<file path="src/rtl/sdram_cmd_pkg.sv">
// Shared constants for the SDRAM bank command tracker: command codes,
// bank and device state encodings, and timing counts.
// Assumes a single 40 MHz clock; every timing count is derived from a time in ns.
package sdram_cmd_pkg;

	// Clock and geometry
	localparam int unsigned CLK_PERIOD_NS = 25;
	localparam int unsigned NUM_BANKS = 4;
	localparam int unsigned BANK_W = 2;
	localparam int unsigned CNT_W = 8;
	localparam int unsigned BURST_LEN_DEF = 4;

	// Timing figures in ns
	localparam int unsigned T_RP_NS = 20;
	localparam int unsigned T_RCD_NS = 20;
	localparam int unsigned T_RC_NS = 70;
	localparam int unsigned T_MRD_NS = 50;
	localparam int unsigned T_WR_NS = 15;

	// Least time rounded up to whole clocks, never below one clock
	function automatic int unsigned cycles_up(input int unsigned ns);
		int unsigned c;
		c = (ns + CLK_PERIOD_NS - 1) / CLK_PERIOD_NS;
		cycles_up = (c == 0) ? 1 : c;
	endfunction : cycles_up

	localparam int unsigned RP_CYC = cycles_up(T_RP_NS);
	localparam int unsigned RCD_CYC = cycles_up(T_RCD_NS);
	localparam int unsigned RC_CYC = cycles_up(T_RC_NS);
	localparam int unsigned MRD_CYC = cycles_up(T_MRD_NS);
	localparam int unsigned WR_CYC = cycles_up(T_WR_NS);

	// Command codes as {cs_n, ras_n, cas_n, we_n}
	localparam logic [3:0] CMD_LMR = 4'h0;
	localparam logic [3:0] CMD_REF = 4'h1;
	localparam logic [3:0] CMD_PRE = 4'h2;
	localparam logic [3:0] CMD_ACT = 4'h3;
	localparam logic [3:0] CMD_WR = 4'h4;
	localparam logic [3:0] CMD_RD = 4'h5;
	localparam logic [3:0] CMD_BST = 4'h6;
	localparam logic [3:0] CMD_NOP = 4'h7;

	// Refusal causes
	localparam logic [2:0] CAUSE_NONE = 3'h0;
	localparam logic [2:0] CAUSE_DEV_BUSY = 3'h1;
	localparam logic [2:0] CAUSE_BANK_BUSY = 3'h2;
	localparam logic [2:0] CAUSE_BAD_STATE = 3'h3;
	localparam logic [2:0] CAUSE_NOT_IDLE = 3'h4;
	localparam logic [2:0] CAUSE_NO_BURST = 3'h5;

	// Per-bank state, one-hot
	typedef enum logic [8:0] {
		B_IDLE = 9'h001,
		B_ACTIVATING = 9'h002,
		B_ACTIVE = 9'h004,
		B_READ = 9'h008,
		B_WRITE = 9'h010,
		B_READ_AP = 9'h020,
		B_WRITE_AP = 9'h040,
		B_AP_RECOVER = 9'h080,
		B_PRECHARGING = 9'h100
	} bank_state_e;

	localparam int unsigned BSTATE_W = 9;

	// Whole-device state, one-hot
	typedef enum logic [3:0] {
		DEV_NORMAL = 4'h1,
		DEV_REFRESH = 4'h2,
		DEV_MODE = 4'h4,
		DEV_PREALL = 4'h8
	} dev_state_e;

endpackage : sdram_cmd_pkg

</file>
<file path="src/rtl/bank_ctl_if.sv">
// Carrier between the command decoder and one bank tracker.
// Assumes strobes are one clock wide and only sent when already checked legal.
`timescale 1ns/1ps
`default_nettype none

interface bank_ctl_if;
	import sdram_cmd_pkg::*;
	logic act;
	logic rd;
	logic wr;
	logic ap;
	logic pre;
	logic stop;
	bank_state_e state;
	modport ctrl (output act, output rd, output wr, output ap, output pre, output stop, input state);
	modport bank (input act, input rd, input wr, input ap, input pre, input stop, output state);
endinterface : bank_ctl_if

`default_nettype wire

</file>
<file path="src/rtl/bank_tracker.sv">
// One bank's state and its timing counter.
// Assumes the decoder forwards only legal commands for this bank.
`timescale 1ns/1ps
`default_nettype none

module bank_tracker
	import sdram_cmd_pkg::*;
#(
	parameter int unsigned BURST_LEN = BURST_LEN_DEF
) (
	// Clock and reset
	input wire logic clk_in,
	input wire logic nrst_in,
	// Decoder side
	bank_ctl_if.bank port
);

	localparam logic [CNT_W-1:0] RP_LOAD = CNT_W'(RP_CYC - 1);
	localparam logic [CNT_W-1:0] RCD_LOAD = CNT_W'(RCD_CYC - 1);
	localparam logic [CNT_W-1:0] WR_LOAD = CNT_W'(WR_CYC - 1);
	localparam logic [CNT_W-1:0] BL_LOAD = CNT_W'(BURST_LEN - 1);

	bank_state_e state;
	bank_state_e next_state;
	logic [CNT_W-1:0] cnt;
	logic [CNT_W-1:0] next_cnt;
	wire logic cnt_done = (cnt == '0);
	wire logic [CNT_W-1:0] cnt_dec = cnt - CNT_W'(1);

	assign port.state = state;

	// Next state and counter load
	always_comb begin
		next_state = state;
		next_cnt = cnt_dec;
		case (state)
			B_IDLE: begin
				next_cnt = '0;
				if (port.act) begin
					next_state = B_ACTIVATING;
					next_cnt = RCD_LOAD;
				end
			end
			B_ACTIVATING: begin
				if (cnt_done) begin
					next_state = B_ACTIVE;
				end
			end
			B_ACTIVE, B_READ, B_WRITE: begin
				if (port.pre) begin
					next_state = B_PRECHARGING;
					next_cnt = RP_LOAD;
				end else if (port.rd) begin
					next_state = port.ap ? B_READ_AP : B_READ;
					next_cnt = BL_LOAD;
				end else if (port.wr) begin
					next_state = port.ap ? B_WRITE_AP : B_WRITE;
					next_cnt = BL_LOAD;
				end else if (state != B_ACTIVE && (port.stop || cnt_done)) begin
					next_state = B_ACTIVE;
				end else if (state == B_ACTIVE) begin
					next_cnt = '0;
				end
			end
			B_READ_AP: begin
				if (port.stop || cnt_done) begin
					next_state = B_PRECHARGING;
					next_cnt = RP_LOAD;
				end
			end
			B_WRITE_AP: begin
				if (port.stop || cnt_done) begin
					next_state = B_AP_RECOVER;
					next_cnt = WR_LOAD;
				end
			end
			B_AP_RECOVER: begin
				if (cnt_done) begin
					next_state = B_PRECHARGING;
					next_cnt = RP_LOAD;
				end
			end
			B_PRECHARGING: begin
				if (cnt_done) begin
					next_state = B_IDLE;
				end
			end
			default: begin
				next_state = B_IDLE;
				next_cnt = '0;
			end
		endcase
	end

	// State and counter registers
	always_ff @(posedge clk_in or negedge nrst_in) begin
		if (!nrst_in) begin
			state <= B_IDLE;
			cnt <= '0;
		end else begin
			state <= next_state;
			cnt <= next_cnt;
		end
	end

endmodule : bank_tracker

`default_nettype wire

</file>
<file path="src/rtl/sdram_bank_cmd_fsm.sv">
// Command legality and state tracking for a four-bank SDRAM, device side.
// Assumes commands are sampled on the rising edge of clk_in, synchronous to it.
//
// Operation
// - Check commands only when CKE high twice
// - Idle means precharged and tRP elapsed
// - Row active after tRCD, no burst
// - Read or write state until burst ends
// - Precharge enters precharging, idle after tRP
// - Activate enters activating, active after tRCD
// - Auto precharge access busy until tRP
// - Auto refresh occupies device for tRC
// - Mode register load occupies device tMRD
// - Precharge all occupies device for tRP
// - Precharge all needs every bank prechargeable
// - Burst terminate stops most recent burst
// - Row active accepts read, write, precharge
// - Read state accepts read, write, terminate, precharge
// - Write state accepts read, write, terminate, precharge
// - Inhibit and NOP continue current operation
// - Idle bank restricts no other bank
// - Busy-row bank leaves others free
// - Read or write elsewhere interrupts burst
// - Auto precharge forms share the tables
// - Refresh LLLH, mode load LLLL encodings
// - Interrupted auto precharge burst starts precharge
`timescale 1ns/1ps
`default_nettype none

module sdram_bank_cmd_fsm
	import sdram_cmd_pkg::*;
#(
	parameter int unsigned BURST_LEN = BURST_LEN_DEF
) (
	// Clock and reset
	input wire logic clk_in,
	input wire logic nrst_in,
	// Command pins
	input wire logic cke_in,
	input wire logic cs_n_in,
	input wire logic ras_n_in,
	input wire logic cas_n_in,
	input wire logic we_n_in,
	input wire logic [BANK_W-1:0] ba_in,
	input wire logic ap_in,
	// Status
	output logic [NUM_BANKS*BSTATE_W-1:0] bank_state_out,
	output logic [3:0] dev_state_out,
	output logic accept_out,
	output logic illegal_out,
	output logic [2:0] cause_out
);

	localparam logic [CNT_W-1:0] RP_LOAD = CNT_W'(RP_CYC - 1);
	localparam logic [CNT_W-1:0] RC_LOAD = CNT_W'(RC_CYC - 1);
	localparam logic [CNT_W-1:0] MRD_LOAD = CNT_W'(MRD_CYC - 1);

	// Class masks over the one-hot bank state
	localparam logic [BSTATE_W-1:0] M_IDLE = B_IDLE;
	localparam logic [BSTATE_W-1:0] M_OPEN = B_ACTIVE | B_READ | B_WRITE;
	localparam logic [BSTATE_W-1:0] M_BURST = B_READ | B_WRITE;
	localparam logic [BSTATE_W-1:0] M_ANY_BURST = B_READ | B_WRITE | B_READ_AP | B_WRITE_AP;
	localparam logic [BSTATE_W-1:0] M_BUSY = B_ACTIVATING | B_PRECHARGING | B_READ_AP | B_WRITE_AP | B_AP_RECOVER;
	localparam logic [BSTATE_W-1:0] M_PRE_OK = B_IDLE | B_ACTIVE | B_READ | B_WRITE;

	// True when a bank state falls in a class
	function automatic logic in_class(input bank_state_e s, input logic [BSTATE_W-1:0] mask);
		in_class = |(s & mask);
	endfunction : in_class

	bank_ctl_if bif [NUM_BANKS] ();
	bank_state_e st [NUM_BANKS];

	logic cke_prev;
	dev_state_e dev_state;
	dev_state_e next_dev_state;
	logic [CNT_W-1:0] dev_cnt;
	logic [CNT_W-1:0] next_dev_cnt;
	logic [BANK_W-1:0] last_bank;
	logic [2:0] next_cause;

	// Command decode
	wire logic [3:0] cmd = {cs_n_in, ras_n_in, cas_n_in, we_n_in};
	wire logic eval = cke_prev & cke_in;
	wire logic is_act = eval && cmd == CMD_ACT;
	wire logic is_rd = eval && cmd == CMD_RD;
	wire logic is_wr = eval && cmd == CMD_WR;
	wire logic is_pre = eval && cmd == CMD_PRE;
	wire logic is_bst = eval && cmd == CMD_BST;
	wire logic is_ref = eval && cmd == CMD_REF;
	wire logic is_lmr = eval && cmd == CMD_LMR;
	wire logic is_rw = is_rd | is_wr;
	// Inhibit and NOP are not executable and leave every state alone
	wire logic is_exec = eval && !cs_n_in && cmd != CMD_NOP;

	// Whole-device views of the bank states
	logic [NUM_BANKS-1:0] idle_vec;
	logic [NUM_BANKS-1:0] pre_ok_vec;
	logic [NUM_BANKS-1:0] burst_vec;
	logic [NUM_BANKS-1:0] any_burst_vec;
	genvar g;
	generate
		for (g = 0; g < NUM_BANKS; g++) begin : g_bank
			assign st[g] = bif[g].state;
			assign idle_vec[g] = in_class(st[g], M_IDLE);
			assign pre_ok_vec[g] = in_class(st[g], M_PRE_OK);
			assign burst_vec[g] = in_class(st[g], M_BURST);
			assign any_burst_vec[g] = in_class(st[g], M_ANY_BURST);
			assign bank_state_out[g*BSTATE_W +: BSTATE_W] = st[g];
		end
	endgenerate

	// Target bank classification
	wire bank_state_e tgt = st[ba_in];
	wire logic tgt_idle = in_class(tgt, M_IDLE);
	wire logic tgt_open = in_class(tgt, M_OPEN);
	wire logic tgt_busy = in_class(tgt, M_BUSY);
	wire logic tgt_pre_ok = in_class(tgt, M_PRE_OK);
	wire logic all_idle = &idle_vec;
	wire logic all_pre_ok = &pre_ok_vec;
	wire logic burst_open = burst_vec[last_bank];
	wire logic dev_free = (dev_state == DEV_NORMAL);

	// Per-command legality; other banks impose nothing on bank-specific commands
	wire logic ok_act = is_act & tgt_idle;
	wire logic ok_rw = is_rw & tgt_open;
	wire logic ok_pre = is_pre & (ap_in ? all_pre_ok : tgt_pre_ok);
	wire logic ok_bst = is_bst & burst_open;
	wire logic ok_ref = is_ref & all_idle;
	wire logic ok_lmr = is_lmr & all_idle;
	wire logic ok_any = ok_act | ok_rw | ok_pre | ok_bst | ok_ref | ok_lmr;
	wire logic go = dev_free & ok_any;
	wire logic refused = is_exec & ~go;

	// Accepted strobes
	wire logic go_act = go & ok_act;
	wire logic go_rw = go & ok_rw;
	wire logic go_pre = go & ok_pre;
	wire logic go_bst = go & ok_bst;
	wire logic go_ref = go & ok_ref;
	wire logic go_lmr = go & ok_lmr;
	wire logic go_pre_all = go_pre & ap_in;

	// Refusal cause, most specific first
	always_comb begin
		next_cause = CAUSE_NONE;
		if (refused) begin
			if (!dev_free) begin
				next_cause = CAUSE_DEV_BUSY;
			end else if ((is_ref | is_lmr) && !all_idle) begin
				next_cause = CAUSE_NOT_IDLE;
			end else if (is_bst) begin
				next_cause = CAUSE_NO_BURST;
			end else if (tgt_busy || (is_pre && ap_in && !all_pre_ok)) begin
				next_cause = CAUSE_BANK_BUSY;
			end else begin
				next_cause = CAUSE_BAD_STATE;
			end
		end
	end

	// Strobes toward each bank tracker
	generate
		for (g = 0; g < NUM_BANKS; g++) begin : g_ctl
			wire logic hit = (ba_in == BANK_W'(g));
			wire logic own_last = (last_bank == BANK_W'(g));
			assign bif[g].act = go_act & hit;
			assign bif[g].rd = go_rw & is_rd & hit;
			assign bif[g].wr = go_rw & is_wr & hit;
			assign bif[g].ap = ap_in;
			assign bif[g].pre = go_pre & (ap_in | hit);
			// Terminate, or interrupted by a burst started on another bank
			assign bif[g].stop = (go_bst & own_last) | (go_rw & !hit & any_burst_vec[g]);
		end
	endgenerate

	// Tracker instances
	generate
		for (g = 0; g < NUM_BANKS; g++) begin : g_trk
			bank_tracker #(
				.BURST_LEN(BURST_LEN)
			) u_trk (
				.clk_in(clk_in),
				.nrst_in(nrst_in),
				.port(bif[g].bank)
			);
		end
	endgenerate

	// Device-wide busy states
	always_comb begin
		next_dev_state = dev_state;
		next_dev_cnt = dev_cnt - CNT_W'(1);
		case (dev_state)
			DEV_NORMAL: begin
				next_dev_cnt = '0;
				if (go_ref) begin
					next_dev_state = DEV_REFRESH;
					next_dev_cnt = RC_LOAD;
				end else if (go_lmr) begin
					next_dev_state = DEV_MODE;
					next_dev_cnt = MRD_LOAD;
				end else if (go_pre_all) begin
					next_dev_state = DEV_PREALL;
					next_dev_cnt = RP_LOAD;
				end
			end
			DEV_REFRESH, DEV_MODE, DEV_PREALL: begin
				if (dev_cnt == '0) begin
					next_dev_state = DEV_NORMAL;
				end
			end
			default: begin
				next_dev_state = DEV_NORMAL;
				next_dev_cnt = '0;
			end
		endcase
	end

	// CKE history
	always_ff @(posedge clk_in or negedge nrst_in) begin
		if (!nrst_in) begin
			cke_prev <= 1'b0;
		end else begin
			cke_prev <= cke_in;
		end
	end

	// Device state and counter
	always_ff @(posedge clk_in or negedge nrst_in) begin
		if (!nrst_in) begin
			dev_state <= DEV_NORMAL;
			dev_cnt <= '0;
		end else begin
			dev_state <= next_dev_state;
			dev_cnt <= next_dev_cnt;
		end
	end

	// Bank of the most recent read or write burst
	always_ff @(posedge clk_in or negedge nrst_in) begin
		if (!nrst_in) begin
			last_bank <= '0;
		end else if (go_rw) begin
			last_bank <= ba_in;
		end
	end

	// Registered status
	always_ff @(posedge clk_in or negedge nrst_in) begin
		if (!nrst_in) begin
			dev_state_out <= DEV_NORMAL;
			accept_out <= 1'b0;
			illegal_out <= 1'b0;
			cause_out <= CAUSE_NONE;
		end else begin
			dev_state_out <= next_dev_state;
			accept_out <= go;
			illegal_out <= refused;
			cause_out <= next_cause;
		end
	end

endmodule : sdram_bank_cmd_fsm

`default_nettype wire

</file>
<file path="config.mk">
export PLATFORM = sky130hd
export DESIGN_NAME = sdram_bank_cmd_fsm
export DESIGN_NICKNAME = d
export VERILOG_FILES = /design/src/rtl/sdram_cmd_pkg.sv /design/src/rtl/bank_ctl_if.sv /design/src/rtl/bank_tracker.sv /design/src/rtl/sdram_bank_cmd_fsm.sv
export SDC_FILE = /design/constraint.sdc
export NUM_CORES = 1
export LEC_CHECK = 0
export ABC_AREA = 1
export BUFFER_PORTS_ARGS = -buffer_cell sky130_fd_sc_hd__buf_2
export CAP_MARGIN = 15
export CELL_PAD_IN_SITES_DETAIL_PLACEMENT = 1
export CELL_PAD_IN_SITES_GLOBAL_PLACEMENT = 2
export CORE_MARGIN = 1
export CORE_UTILIZATION = 35
export CTS_BUF_LIST = sky130_fd_sc_hd__clkbuf_4
export DETAILED_ROUTE_END_ITERATION = 10
export PLACE_DENSITY = 0.93
export SYNTH_ARGS = -nofsm -noshare
export SYNTH_HDL_FRONTEND = slang
export SYNTH_HIERARCHICAL = 1
export SYNTH_SLANG_ARGS = --single-unit
</file>
<file path="constraint.sdc">
create_clock -name clk_in -period 2.4 [get_ports clk_in]
set_clock_uncertainty 0.1 [all_clocks]
set_input_delay 0.24 -clock clk_in [delete_from_list [all_inputs] [get_ports clk_in]]
set_output_delay 0.24 -clock clk_in [all_outputs]
set_load 0.05 [all_outputs]
</file>
# [After elaboration in Yosys (flattened, before gate mapping)]
# Index checks and enable logic that the tools add are counted.
[classes] add_sub_neg=5 n_lt_le_gt_ge=2 n_eq_ne=87 mux=97 n_bitwise=63 reduce_logical=71
[ops] cell="$mux 9" count=42
[ops] cell="$pmux 9 s7" count=4
[ops] cell="$mux 8" count=29
[ops] cell="$pmux 8 s4" count=4
[ops] cell="$and 1x1->1" count=46
[ops] cell="$logic_not 8->1" count=5
[ops] cell="$ne 2x1->1 const B" count=20
[ops] cell="$sub 8x1->8 const B" count=5
[ops] cell="$eq 9x1->1 const B" count=4
[ops] cell="$eq 9x2->1 const B" count=4
[ops] cell="$eq 9x3->1 const B" count=4
[ops] cell="$eq 9x4->1 const B" count=4
[ops] cell="$eq 9x5->1 const B" count=4
[ops] cell="$eq 9x6->1 const B" count=4
[ops] cell="$eq 9x7->1 const B" count=4
[ops] cell="$eq 9x8->1 const B" count=4
[ops] cell="$eq 9x9->1 const B" count=4
[ops] cell="$ne 9x3->1 const B" count=4
[ops] cell="$reduce_or 4->1" count=9
[ops] cell="$reduce_and 7->1" count=4
[ops] cell="$reduce_or 2->1" count=12
[ops] cell="$ne 5x4->1 const B" count=4
[ops] cell="$bmux 9 s2" count=1
[ops] cell="$reduce_or 3->1" count=6
[ops] cell="other kinds (30)" count=94
[word_totals] regBits=88 out_inout_bits=45

# [Longest topological paths before layout]
# Gate-level depths: netlist of run 1.
[logic_depth] ltp_word=23 ltp_mapped=19

# [Cells and area by module]
# The synthesis of run 1 kept the hierarchy.
[modules_own_cells] mod="bank_tracker at g_trk[0].u_trk ..." instances=3 cells_per_inst=168 area_per_inst_um2=1191.1
[modules_own_cells] mod="sdram_bank_cmd_fsm" instances=1 cells_per_inst=252 area_per_inst_um2=1550.2
[modules_own_cells] mod="bank_tracker at g_trk[3].u_trk" instances=1 cells_per_inst=178 area_per_inst_um2=1253.7

# [Worst setup path before layout of run 1]
# OpenSTA, ideal clock, no wires.
[synth_path] path_type="register to register" from="register g_trk[3].u_trk.state[3]" to="register g_trk[3].u_trk.state[5]" setup_ns=0.120 arrival_time_ns=2.322 t_required_ns=2.180 path_slack_ns=-0.143 path_stages_with_launch=15 synth_period_minus_slack_ns=2.543 path_cell_list="dfrtp_1 -> nor2_1 -> nand2_1 -> nand2_1 -> nand2_1 -> nor2_2 -> nor3_4 -> nand2_2 -> buf_6 -> nor3_1 -> nor3_1 -> nand3_2 -> nand3_2 -> nand2_1 -> nand2_1"
[synth_rtl] element="from (decl)" line="bank_tracker.sv:23" source="bank_state_e state;"
[synth_rtl] element="from (signal assigned)" line="bank_tracker.sv:101" source="state <= next_state;"
[synth_rtl] element="$bmux 9 s2" line="sdram_bank_cmd_fsm.sv:114" source="wire bank_state_e tgt = st[ba_in];"
[synth_rtl] element="$mux 9 (implied by the code) (2 in a row)" line="sdram_bank_cmd_fsm.sv:114"
[synth_rtl] element="$reduce_or 4->1 / $reduce_or 3->1 (equally long branches)" line="sdram_bank_cmd_fsm.sv:68" source="in_class = |(s & mask);"
[synth_rtl] element="$mux 1 / $and 1x1->1 (equally long branches)" line="sdram_bank_cmd_fsm.sv:127, sdram_bank_cmd_fsm.sv:126"
[synth_rtl] element="$and 1x1->1 / $or 1x1->1 (equally long branches)" line="sdram_bank_cmd_fsm.sv:127, sdram_bank_cmd_fsm.sv:131"
[synth_rtl] element="$or 1x1->1 (4 in a row)" line="sdram_bank_cmd_fsm.sv:131" source="wire logic ok_any = ok_act | ok_rw | ok_pre | ok_bst | ok_ref | ok_lmr;"
[synth_rtl] element="$and 1x1->1" line="sdram_bank_cmd_fsm.sv:132" source="wire logic go = dev_free & ok_any;"
[synth_rtl] element="$and 1x1->1 (*)" line="sdram_bank_cmd_fsm.sv:137" source="wire logic go_rw = go & ok_rw;"
[synth_rtl] element="$and 1x1->1 (*) (2 in a row)" line="sdram_bank_cmd_fsm.sv:168" source="assign bif[g].rd = go_rw & is_rd & hit;"
[synth_rtl] element="named net bif[3].rd" line="bank_ctl_if.sv:9" source="logic rd;"
[synth_rtl] element="$mux 9" line="bank_tracker.sv:53" source="end else if (port.rd) begin"
[synth_rtl] element="$mux 9" line="bank_tracker.sv:50" source="if (port.pre) begin"
[synth_rtl] element="$pmux 9 s7" line="bank_tracker.sv:36" source="case (state)"
# The timed path passes the listed nets; every way through them passes the cells marked *. The select of a mux whose other input is x is not followed.
# A chain may end at the register's enable or synchronous reset.

# [Final worst setup path of run 1]
[layout_path] from="register g_trk[3].u_trk.state[0]" to="register g_trk[3].u_trk.state[5]"
[layout_rtl] element="$bmux 9 s2" line="sdram_bank_cmd_fsm.sv:114"
[layout_rtl] element="$mux 9 (implied by the code) (2 in a row)" line="sdram_bank_cmd_fsm.sv:114"
[layout_rtl] element="$reduce_or 4->1" line="sdram_bank_cmd_fsm.sv:68"
[layout_rtl] element="$mux 1" line="sdram_bank_cmd_fsm.sv:127" source="wire logic ok_pre = is_pre & (ap_in ? all_pre_ok : tgt_pre_ok);"
[layout_rtl] element="$and 1x1->1" line="sdram_bank_cmd_fsm.sv:127"
[layout_rtl] element="$or 1x1->1 (4 in a row)" line="sdram_bank_cmd_fsm.sv:131"
[layout_rtl] element="$and 1x1->1" line="sdram_bank_cmd_fsm.sv:132"
[layout_rtl] element="$and 1x1->1 (*)" line="sdram_bank_cmd_fsm.sv:136" source="wire logic go_act = go & ok_act;"
[layout_rtl] element="$and 1x1->1 (*)" line="sdram_bank_cmd_fsm.sv:167" source="assign bif[g].act = go_act & hit;"
[layout_rtl] element="named net bif[3].act" line="bank_ctl_if.sv:8" source="logic act;"
[layout_rtl] element="$ne 2x2->1 (no source line) (*)"
[layout_rtl] element="$reduce_and 7->1 (no source line) (*)"
# Marks and branches as above.

==> results.cfg, run 1 <==
[min_path]
hold_class = input pin to flip-flop
min_to = last_bank[1]
min_from = ba_in[1]
min_path_cells = 4

[placement]
place.port_buffers = 54
dp.cells = 1284
dp_hpwl_mm = 15.1
gp_congestion = 0.859
post-place-ws_ns = -0.235

[sta]
hold_viol = 0
slew_headroom_pct = 63.5
fin_tns_setup_ns = 0
worstMarginPinSlew_ns = 0.548
finalCriticalPeriod_ns = 2.39
hold_ws_ns = 0.126
grt_setup_unrepaired = yes
setup_viol_count_final = 0
setup_slack_ns = 0.0127
finalCritPeriodShare_pct = 99.5
slew_violations = 0
fmax_mhz = 419

[global_route]
met2_usage_pct = 35.7
grt_first_pass_wirelength_mm = 31.8
antenna_found_initial = 3
top_usage_layer = met2
overflow = 0
grt_pass1_vias = 6489
met1_usage_pct = 29.5
grt_util_met3_pct = 2.81
grt_max_degree = 39
grtUsageTotal_pct = 21.6

[logic_synthesis]
syn_area_per_cell_um2 = 6.83
yosysSeqAreaShare_pct = 34.6
yosys_most_used_dff = dfrtp_1
synth_seq_cells = 88
syn_nets = 951
synth_top_area_share_pct = 32.6
synth_top_area_cell = dfrtp_1
synth_cell_type_count = 40
synthCells = 934
synth_area_mm2 = 0.00638
async_reset_ff_share_pct = 100
synth_area_leaders = dfrtp_1 (33%), nand2_1 (14%), nor2_1 (8.4%)
ys_warn_count = 6
synth_edf_count = 0

[layout]
final_cells = 1323
final_common_cell = nand2_1
areaGrowthSynthToFinish_pct = 29.3
nNetsFinal = 1108
fillers = 2301
layout_common_cells = nand2_1 (207), inv_1 (122), nor2_1 (120)
multiInputGateArea_mm2 = 0.00402
drive_above_1_share_pct = 34.2
regArea_mm2 = 0.00222

[power]
power_mw = 8.96
p_leak_nw = 4.54
max-vdd-ir-drop_v = 0.000605
p_per_area_mw_per_mm2 = 1090

[clock_tree]
clk_latency_ns = 0.48
cts_max_level = 3
root_buffer = clkbuf_4
cts_buffer_depth = 2
cts_tree = built
cts.sinks = 88
cts_buffers = 9
path_clk_slew_ns = 0.16

[floorplanning]
start_util_pct = 36.4
row_count = 48
die_y_um = 137
die-area_mm2 = 0.0188
ioPinCount = 55
coreArea_mm2 = 0.0175
dieWidth_um = 137

[route]
ant_nets = 0
wl_per_cell_um = 15.1
num_vias = 6496
firstDrtPassIters = 4
wl_mm = 20.0
route.detailed.drc = 0
drt-initial-drc-count = 297
viasPerCell = 4.91

[setup_path]
cp.required_ns = 2.69
ff2ff_path_depth = 17
start_kind = flip-flop
rrSetupSlack_ns = 0.01
cp.arrival_ns = 2.68
crit_path_max_fanout = 5
cp-end-kind = flip-flop
r2r_start = g_trk[3].u_trk/port.state[0]
reg2reg_to = g_trk[3].u_trk/port.state[5]
worstSetupPathType = flip-flop to flip-flop

[outcome]
outcome = finished clean

[run]
cap_violations = 0
-- worst max-delay path: stages (launching register included) --
cell     delay (ns)
dfstp_2        0.60
nor2_1         0.06
nand2_1        0.06
nand2_1        0.07
nor2_2         0.12
nor2_1         0.06
nor2_2         0.14
nand2_2        0.09
nand2_2        0.11
nand3_4        0.13
nor2_2         0.12
inv_1          0.06
nand4_1        0.11
nand2_2        0.08
nor2_4         0.10
nand3_4        0.13
nand2_2        0.10
nand2_1        0.05
-- cells in the mapped netlist, types with 4 or more instances --
cell	n
nand3_2	17
nand4_1	19
nor4_1	4
nand2_2	28
a21boi_0	6
ha_1	7
xor2_1	15
nand2_1	234
nor2_2	18
o21ai_0	13
inv_1	127
inv_2	17
nand3_1	75
o22ai_1	6
nor2_1	143
dfstp_2	5
nor2_4	12
a21oi_1	18
nand3b_1	8
xnor2_1	12
nor3_1	34
o21ai_1	5
dfrtp_1	83
-- stage by stage --
step	util [%]	cell area (µm²)
after detailed placement	42.7	7490
after CTS	44.2	7740
after global placement	42.7	7490
after floorplan	-	6390
after global routing	47.0	8250
final	47.0	8250
-- cell families after synthesis --
kind of cell	share of synthesized area [%]
simple gates	45.4
buf+inv	9.28
flops	34.6
compound gates	5.61
xor+xnor	3.71
fa+ha+maj	1.37
-- per-layer routing --
| metal | vias up | routed length [µm] |
|---|---|---|
| li1 | 3260 | - |
| met1 | 3139 | 9540 |
| met2 | 80 | 9590 |
| met3 | 15 | 591 |
| met4 | 2 | 228 |
| met5 | - | 13 |
-- sequential cells by signal, summed over array words and instances (netlist names) --
name and cells:
last_bank 2, accept_out 1, dev_state_out 4, illegal_out 1, g_trk.u_trk/cnt 32, g_trk.u_trk/port.state 36, cause_out 3, dev_cnt 8
cke_prev 1
-- layout make-up --
cell class | count | share of cell area (%)
diodes | 2 | 0.0607
clock buffers | 9 | 0.819
well taps | 225 | 3.41
flip-flops and latches | 88 | 27.0
inverters | 150 | 6.98
clock inverters | 7 | 0.865
repair buffers | 148 | 12.2
multi-input cells | 694 | 48.7
-- worst max-delay path by stage --
stage | startpoint | end | slack [ns] | cells past startpoint
after floorplan | g_trk[3].u_trk/port.state[3] | g_trk[3].u_trk/port.state[5] | 0.06 | 14
after global placement | g_trk[2].u_trk/port.state[3] | g_trk[0].u_trk/port.state[7] | -0.16 | 15
after detailed placement | g_trk[2].u_trk/port.state[3] | g_trk[1].u_trk/port.state[1] | -0.23 | 15
after CTS | dev_state_out[1] | g_trk[3].u_trk/cnt[7] | 0.001 | 15
after global routing | g_trk[2].u_trk/port.state[0] | g_trk[3].u_trk/port.state[4] | -0.19 | 17
final | g_trk[3].u_trk/port.state[0] | g_trk[3].u_trk/port.state[5] | 0.01 | 17
-- what timing repair did --
action | in CTS | in global routing
resized for setup | 17 | 103
endpoints found under the hold margin | 38 | 0
buffers inserted | 2 | 16
hold buffers | 3 | 0
pin swaps | 1 | 45
endpoints found under the setup margin | 59 | 67
-- report_power, final --
| group | total [mW] | internal, mW | switching [mW] |
|---|---|---|---|
| Clock | 0.893 | 0.320 | 0.574 |
| Combinational | 5.87 | 2.12 | 3.76 |
| Sequential | 2.19 | 1.86 | 0.332 |
| Total | 8.96 | 4.30 | 4.66 |
(Power assumes the default switching activity.)
==> run 2, diff against run 1 <==
SLEW_MARGIN = 20   (was unset)
SYNTH_HIERARCHICAL = unset   (was 1)
==> results.cfg, run 2 <==
[outcome]
outcome = finished, violations left
violations = negative setup slack

[route]
num_vias = 6020
route.detailed.drc = 0
ant_nets = 0
firstDrtPassIters = 5
drt-initial-drc-count = 222
viasPerCell = 5.03
wl_per_cell_um = 15.4
wl_mm = 18.4

[power]
power_mw = 8.57
p_seq_share_pct = 25.7
p_leak_nw = 4.06
p_comb_share_pct = 63.0
max-vdd-ir-drop_v = 0.000645
p_clk_share_pct = 11.3
swShare_pct = 50.2
p_per_area_mw_per_mm2 = 1140
cellInternalPower_mw = 4.27
switchingPower_mw = 4.30

[floorplanning]
row_count = 46
start_util_pct = 35.9
die_y_um = 130
coreArea_mm2 = 0.0159
dieWidth_um = 130
ioPinCount = 55
die-area_mm2 = 0.0168

[logic_synthesis]
async_reset_ff_share_pct = 100
yosys-mux-area-fraction_pct = 0
synth_simple_gate_area_share_pct = 37.1
synth.most_common_cell = nand2_1
synth_top_family_by_area = simple AND/OR/NAND/NOR gates
synth.cells.most_frequent = nand2_1 (217), nor2_1 (120), inv_1 (114), dfrtp_1 (83), nand3_1 (58)
ys_warn_count = 0
synth_area_mm2 = 0.00570
yosys.area_share.xor_xnor_pct = 3.84
synthCells = 824
synth_area_leaders = dfrtp_1 (36%), nand2_1 (14%), nor2_1 (7.9%)
synth_top_area_cell = dfrtp_1
synth_seq_cells = 88
synth_top_area_share_pct = 36.4
synth_cell_type_count = 39
syn_area_per_cell_um2 = 6.92
synthAdderAreaFrac_pct = 1.97
synth_edf_count = 0
yosysSeqAreaShare_pct = 38.7
synth_compound_area_share_pct = 9.90
yosys_most_used_dff = dfrtp_1
syn_nets = 843

[setup_path]
cp.arrival_ns = 2.70
rrSetupSlack_ns = -0.04
max_stage_delay_ns = 0.61
cp_common_cell = nand2_1
path_cells = nor2_2 > nand2_1 > nand2_1 > nor2_1 > nor2_1 > nor2_2 > nand2_4 > a21oi_4 > buf_6 > o211ai_1 > buf_4 > nand2_2 > nand2_2 > nand3_2 > nand2_1
cp.required_ns = 2.67
cp-end-kind = flip-flop
crit_path_max_fanout = 4
worstSetupPathType = flip-flop to flip-flop
start_kind = flip-flop
slowest_stage = dfstp_2

[clock_tree]
root_buffer = clkbuf_4
clk_latency_ns = 0.46
cts_buffer_depth = 2
cts_buffers = 9
cts_tree = built
path_clk_slew_ns = 0.14
cts.sinks = 88
cts_max_level = 3

[layout]
fin_util_pct = 47.2
areaGrowthSynthToFinish_pct = 31.4
drive_above_1_share_pct = 28.2
largestRegisters = g_trk.u_trk.port.state x36, g_trk.u_trk.cnt x32, dev_cnt x8
final_common_cell = nand2_1
largest-register = g_trk.u_trk.port.state
largest_reg_flops = 36
layout_common_cells = nand2_1 (188), inv_1 (107), nor2_1 (100)
nNetsFinal = 993

[placement]
gp_congestion = 0.900
dp_hpwl_mm = 14.2
place.port_buffers = 54

[sta]
setup_viol_count_final = 1
finalCritPeriodShare_pct = 102
fmax_mhz = 410
hold_viol = 0
finalCriticalPeriod_ns = 2.44
slew_headroom_pct = 55.9
slew_violations = 0
hold_ws_ns = 0.0281
grt_setup_unrepaired = yes
worstMarginPinSlew_ns = 0.662
setup_slack_ns = -0.0362

[min_path]
hold_class = input pin to flip-flop

[global_route]
grt_first_pass_wirelength_mm = 30.3
overflow = 0
grt_pass1_vias = 6199
grt_max_degree = 47
antenna_found_initial = 1
grtUsageTotal_pct = 22.9

[run]
cap_violations = 0
[run 2: logic make-up (layout without fill, tap and decap cells)]
logic type / count (synthesis) / count (layout)
buf+inv: 126 / 281
simple gates: 483 / 483
other cells: 0 / 1
xor+xnor: 25 / 25
compound gates: 93 / 93
flops: 88 / 88
fa+ha+maj: 9 / 9
[run 2: what timing repair did]
| action | in CTS | in global routing |
|---|---|---|
| resized for setup | 17 | 109 |
| hold buffers | 4 | 0 |
| cloned | 0 | 0 |
| pin swaps | 4 | 41 |
| setup endpoints to repair | 55 | 71 |
| hold endpoints to repair | 43 | 0 |
| buffers inserted | 6 | 8 |
[run 2: power by group through the flow]
stage	combinational [mW]	clock [mW]	sequential, mW
floorplan	2.96	0	2.53
global placement	4.62	0	2.20
detailed placement	4.71	0	2.22
CTS	4.89	0.991	2.19
global route	6.03	1.03	2.25
finish	5.40	0.969	2.20
[run 2: area by class of cell]
class	instances	area, µm²
fill	2106	8390
clock buffer	10	75.1
multi-input combinational	610	3380
antenna	1	2.50
inverter	123	472
sequential	88	2210
timing repair buffer	142	996
clock inverter	6	83.8
tap	216	270
[run 2: final timing paths]
check | startpoint | cells after the start | to
max in group asynchronous | nrst_in | 3 | dev_state_out[0]
worst max register to register | g_trk[1].u_trk.port.state[0] | 15 | g_trk[1].u_trk.port.state[2]
worst min-delay path | ba_in[0] | 3 | last_bank[0]
worst max-delay path | g_trk[1].u_trk.port.state[0] | 15 | g_trk[1].u_trk.port.state[2]
worst min register to register | g_trk[1].u_trk.cnt[0] | 1 | g_trk[1].u_trk.cnt[0]
min in group asynchronous | nrst_in | 2 | g_trk[2].u_trk.cnt[3]
[run 2: through the flow]
stage / setup TNS (ns) / instance area, µm² / setup WS (ns) / std cells
6_report: -0.0362 / 7490 / -0.0362 / 1196
5_1_grt: -2.63 / 7490 / -0.123 / 1196
4_1_cts: 0 / 7090 / 0.00219 / 1187
3_5_place_dp: -1.31 / 6790 / -0.0821 / 1161
3_3_place_gp: -0.0598 / 6790 / -0.0191 / 1161
2_1_floorplan: 0 / 5700 / 0.000375 / 824
[run 2: critical path, delay by kind of cell (launching register included)]
family / cells / cell delay [ns]
simple gates: 11 / 0.84
flops: 1 / 0.61
compound gates: 2 / 0.42
buf+inv: 2 / 0.37
[run 2: per-layer routing]
| layer | up-vias | wire (µm) | GRT usage (%) |
|---|---|---|---|
| li1 | 2958 | - | - |
| met4 | 0 | 434 | 7.87 |
| met5 | - | 0 | 0 |
| met2 | 91 | 8910 | 39.0 |
| met1 | 2938 | 8670 | 30.4 |
| met3 | 33 | 430 | 2.23 |
==> run 3, diff against run 2 <==
CORE_ASPECT_RATIO = 0.6   (was unset)
==> results.cfg, run 3 (synthesis gave the netlist of run 2 again) <==
[layout]
finish.instance_area_mm2 = 0.00801
fin_util_pct = 51.3
nNetsFinal = 1032
multiInputGateArea_mm2 = 0.00361
regArea_mm2 = 0.00221
largest_reg_flops = 36
largest-register = g_trk.u_trk.port.state
final_common_cell = nand2_1
drive_above_1_share_pct = 34.6
layout_common_cells = nand2_1 (178), inv_1 (105), buf_4 (105)
fillers = 1976
largestRegisters = g_trk.u_trk.port.state x36, g_trk.u_trk.cnt x32, dev_cnt x8
areaGrowthSynthToFinish_pct = 40.5
final_cells = 1222

[setup_path]
crit_path_max_fanout = 7
cp.arrival_ns = 2.76
cp.required_ns = 2.71
start_kind = input pin
worstSetupPathType = input pin to flip-flop
cp-end-kind = flip-flop
rrSetupSlack_ns = -0.05
reg2reg_to = g_trk[0].u_trk.port.state[2]
r2r_start = g_trk[0].u_trk.port.state[0]
ff2ff_path_depth = 17

[global_route]
top_usage_layer = met1
grt_max_degree = 39
grt_pass1_vias = 6433
overflow = 0
grt_util_met3_pct = 3.18
grtUsageTotal_pct = 25.9
met2_usage_pct = 38.4
antenna_found_initial = 1
grt_first_pass_wirelength_mm = 34.0
met1_usage_pct = 40.2

[clock_tree]
path_clk_slew_ns = 0.15
cts_max_level = 3
cts_buffer_depth = 2
clk_latency_ns = 0.47
cts_tree = built
root_buffer = clkbuf_4
cts.sinks = 88
cts_buffers = 9

[power]
p_comb_share_pct = 67.0
p_per_area_mw_per_mm2 = 1180
cellInternalPower_mw = 4.59
switchingPower_mw = 4.84
p_seq_share_pct = 23.4
p_leak_nw = 4.32
swShare_pct = 51.3
power_mw = 9.42
p_clk_share_pct = 9.6
max-vdd-ir-drop_v = 0.000388

[outcome]
violations = negative setup slack
outcome = finished, violations left

[sta]
slew_headroom_pct = 61.7
hold_viol = 0
grt_setup_unrepaired = yes
slew_violations = 0
fmax_mhz = 407
worstMarginPinSlew_ns = 0.570
fin_tns_setup_ns = -0.369
setup_viol_count_final = 15
finalCriticalPeriod_ns = 2.46
finalCritPeriodShare_pct = 102
setup_slack_ns = -0.0571

[route]
wl_per_cell_um = 18.1
firstDrtPassIters = 5
route.detailed.drc = 0
drt-initial-drc-count = 479
ant_nets = 0
num_vias = 6451
wl_mm = 22.1
viasPerCell = 5.28

[floorplanning]
row_count = 35
start_util_pct = 36.5
dieWidth_um = 167
die_y_um = 101
ioPinCount = 55
die-area_mm2 = 0.0168
coreArea_mm2 = 0.0156

[placement]
dp_hpwl_mm = 15.9
placed_area_mm2 = 0.00694
place.port_buffers = 54
dp.cells = 1174
gp_congestion = 0.894

[min_path]
min_to = dev_state_out[2]
hold_class = input pin to flip-flop
min_path_cells = 4
min_from = we_n_in

[run]
cap_violations = 0
[run 3: power groups by stage]
stage	Combinational (mW)	Clock, mW	Sequential [mW]
after CTS	5.61	0.925	2.18
after global routing	6.89	0.973	2.25
final	6.31	0.903	2.21
after floorplan	2.96	0	2.53
after detailed placement	4.99	0	2.22
after global placement	4.86	0	2.21
[run 3: what timing repair did]
item / 4_1_cts / 5_1_grt
endpoints found under the hold margin: 37 / 0
endpoints found under the setup margin: 66 / 76
buffers inserted: 16 / 11
hold buffers: 5 / 0
gates resized for setup: 63 / 126
pin swaps: 33 / 39
[run 3: how the worst max path moves through the flow]
stage / to / slack [ns] / startpoint
after floorplan: g_trk[3].u_trk.port.state[4] / 0.0004 / dev_state_out[2]
after global placement: g_trk[0].u_trk.port.state[5] / -0.15 / g_trk[0].u_trk.port.state[0]
after detailed placement: g_trk[0].u_trk.port.state[5] / -0.18 / g_trk[0].u_trk.port.state[0]
after CTS: g_trk[1].u_trk.port.state[2] / -0.06 / g_trk[0].u_trk.port.state[0]
after global routing: g_trk[0].u_trk.port.state[2] / -0.15 / g_trk[0].u_trk.port.state[0]
final: g_trk[0].u_trk.port.state[2] / -0.06 / ba_in[0]
[run 3: final cells by class]
cell class / instances / area share, %
Antenna cell: 1 / 0.0312
Clock buffer: 9 / 0.843
Clock inverter: 7 / 0.874
Inverter: 123 / 5.86
Multi-Input combinational cell: 610 / 45.1
Sequential cell: 88 / 27.6
Tap cell: 203 / 3.17
Timing Repair Buffer: 181 / 16.6
[run 3: metal layers]
metal	vias to the layer above	routed length [µm]
met5	-	0
met3	25	1090
met1	3203	11100
met2	175	9620
met4	0	254
li1	3048	-
[run 3: per-stage QoR]
stage,hold WS [ns],setup slack [ns]
after global placement,0.159,-0.147
final,0.0428,-0.0571
after global routing,0.0602,-0.155
after CTS,0.0145,-0.0563
after floorplan,-0.156,0.000375
after detailed placement,0.162,-0.184
[run 3: critical path, stage by stage]
cell	delay (ns)
dlygate4sd3_1	0.52
buf_2	0.19
inv_2	0.08
nor2_2	0.15
o21ai_2	0.09
nand2_2	0.08
nor2_4	0.05
nor2_2	0.16
inv_1	0.10
a21oi_4	0.21
buf_6	0.17
nand2_4	0.05
nand2_4	0.11
nor2_4	0.04
nor2_4	0.20
buf_6	0.15
nand3_2	0.06
nand2_1	0.09
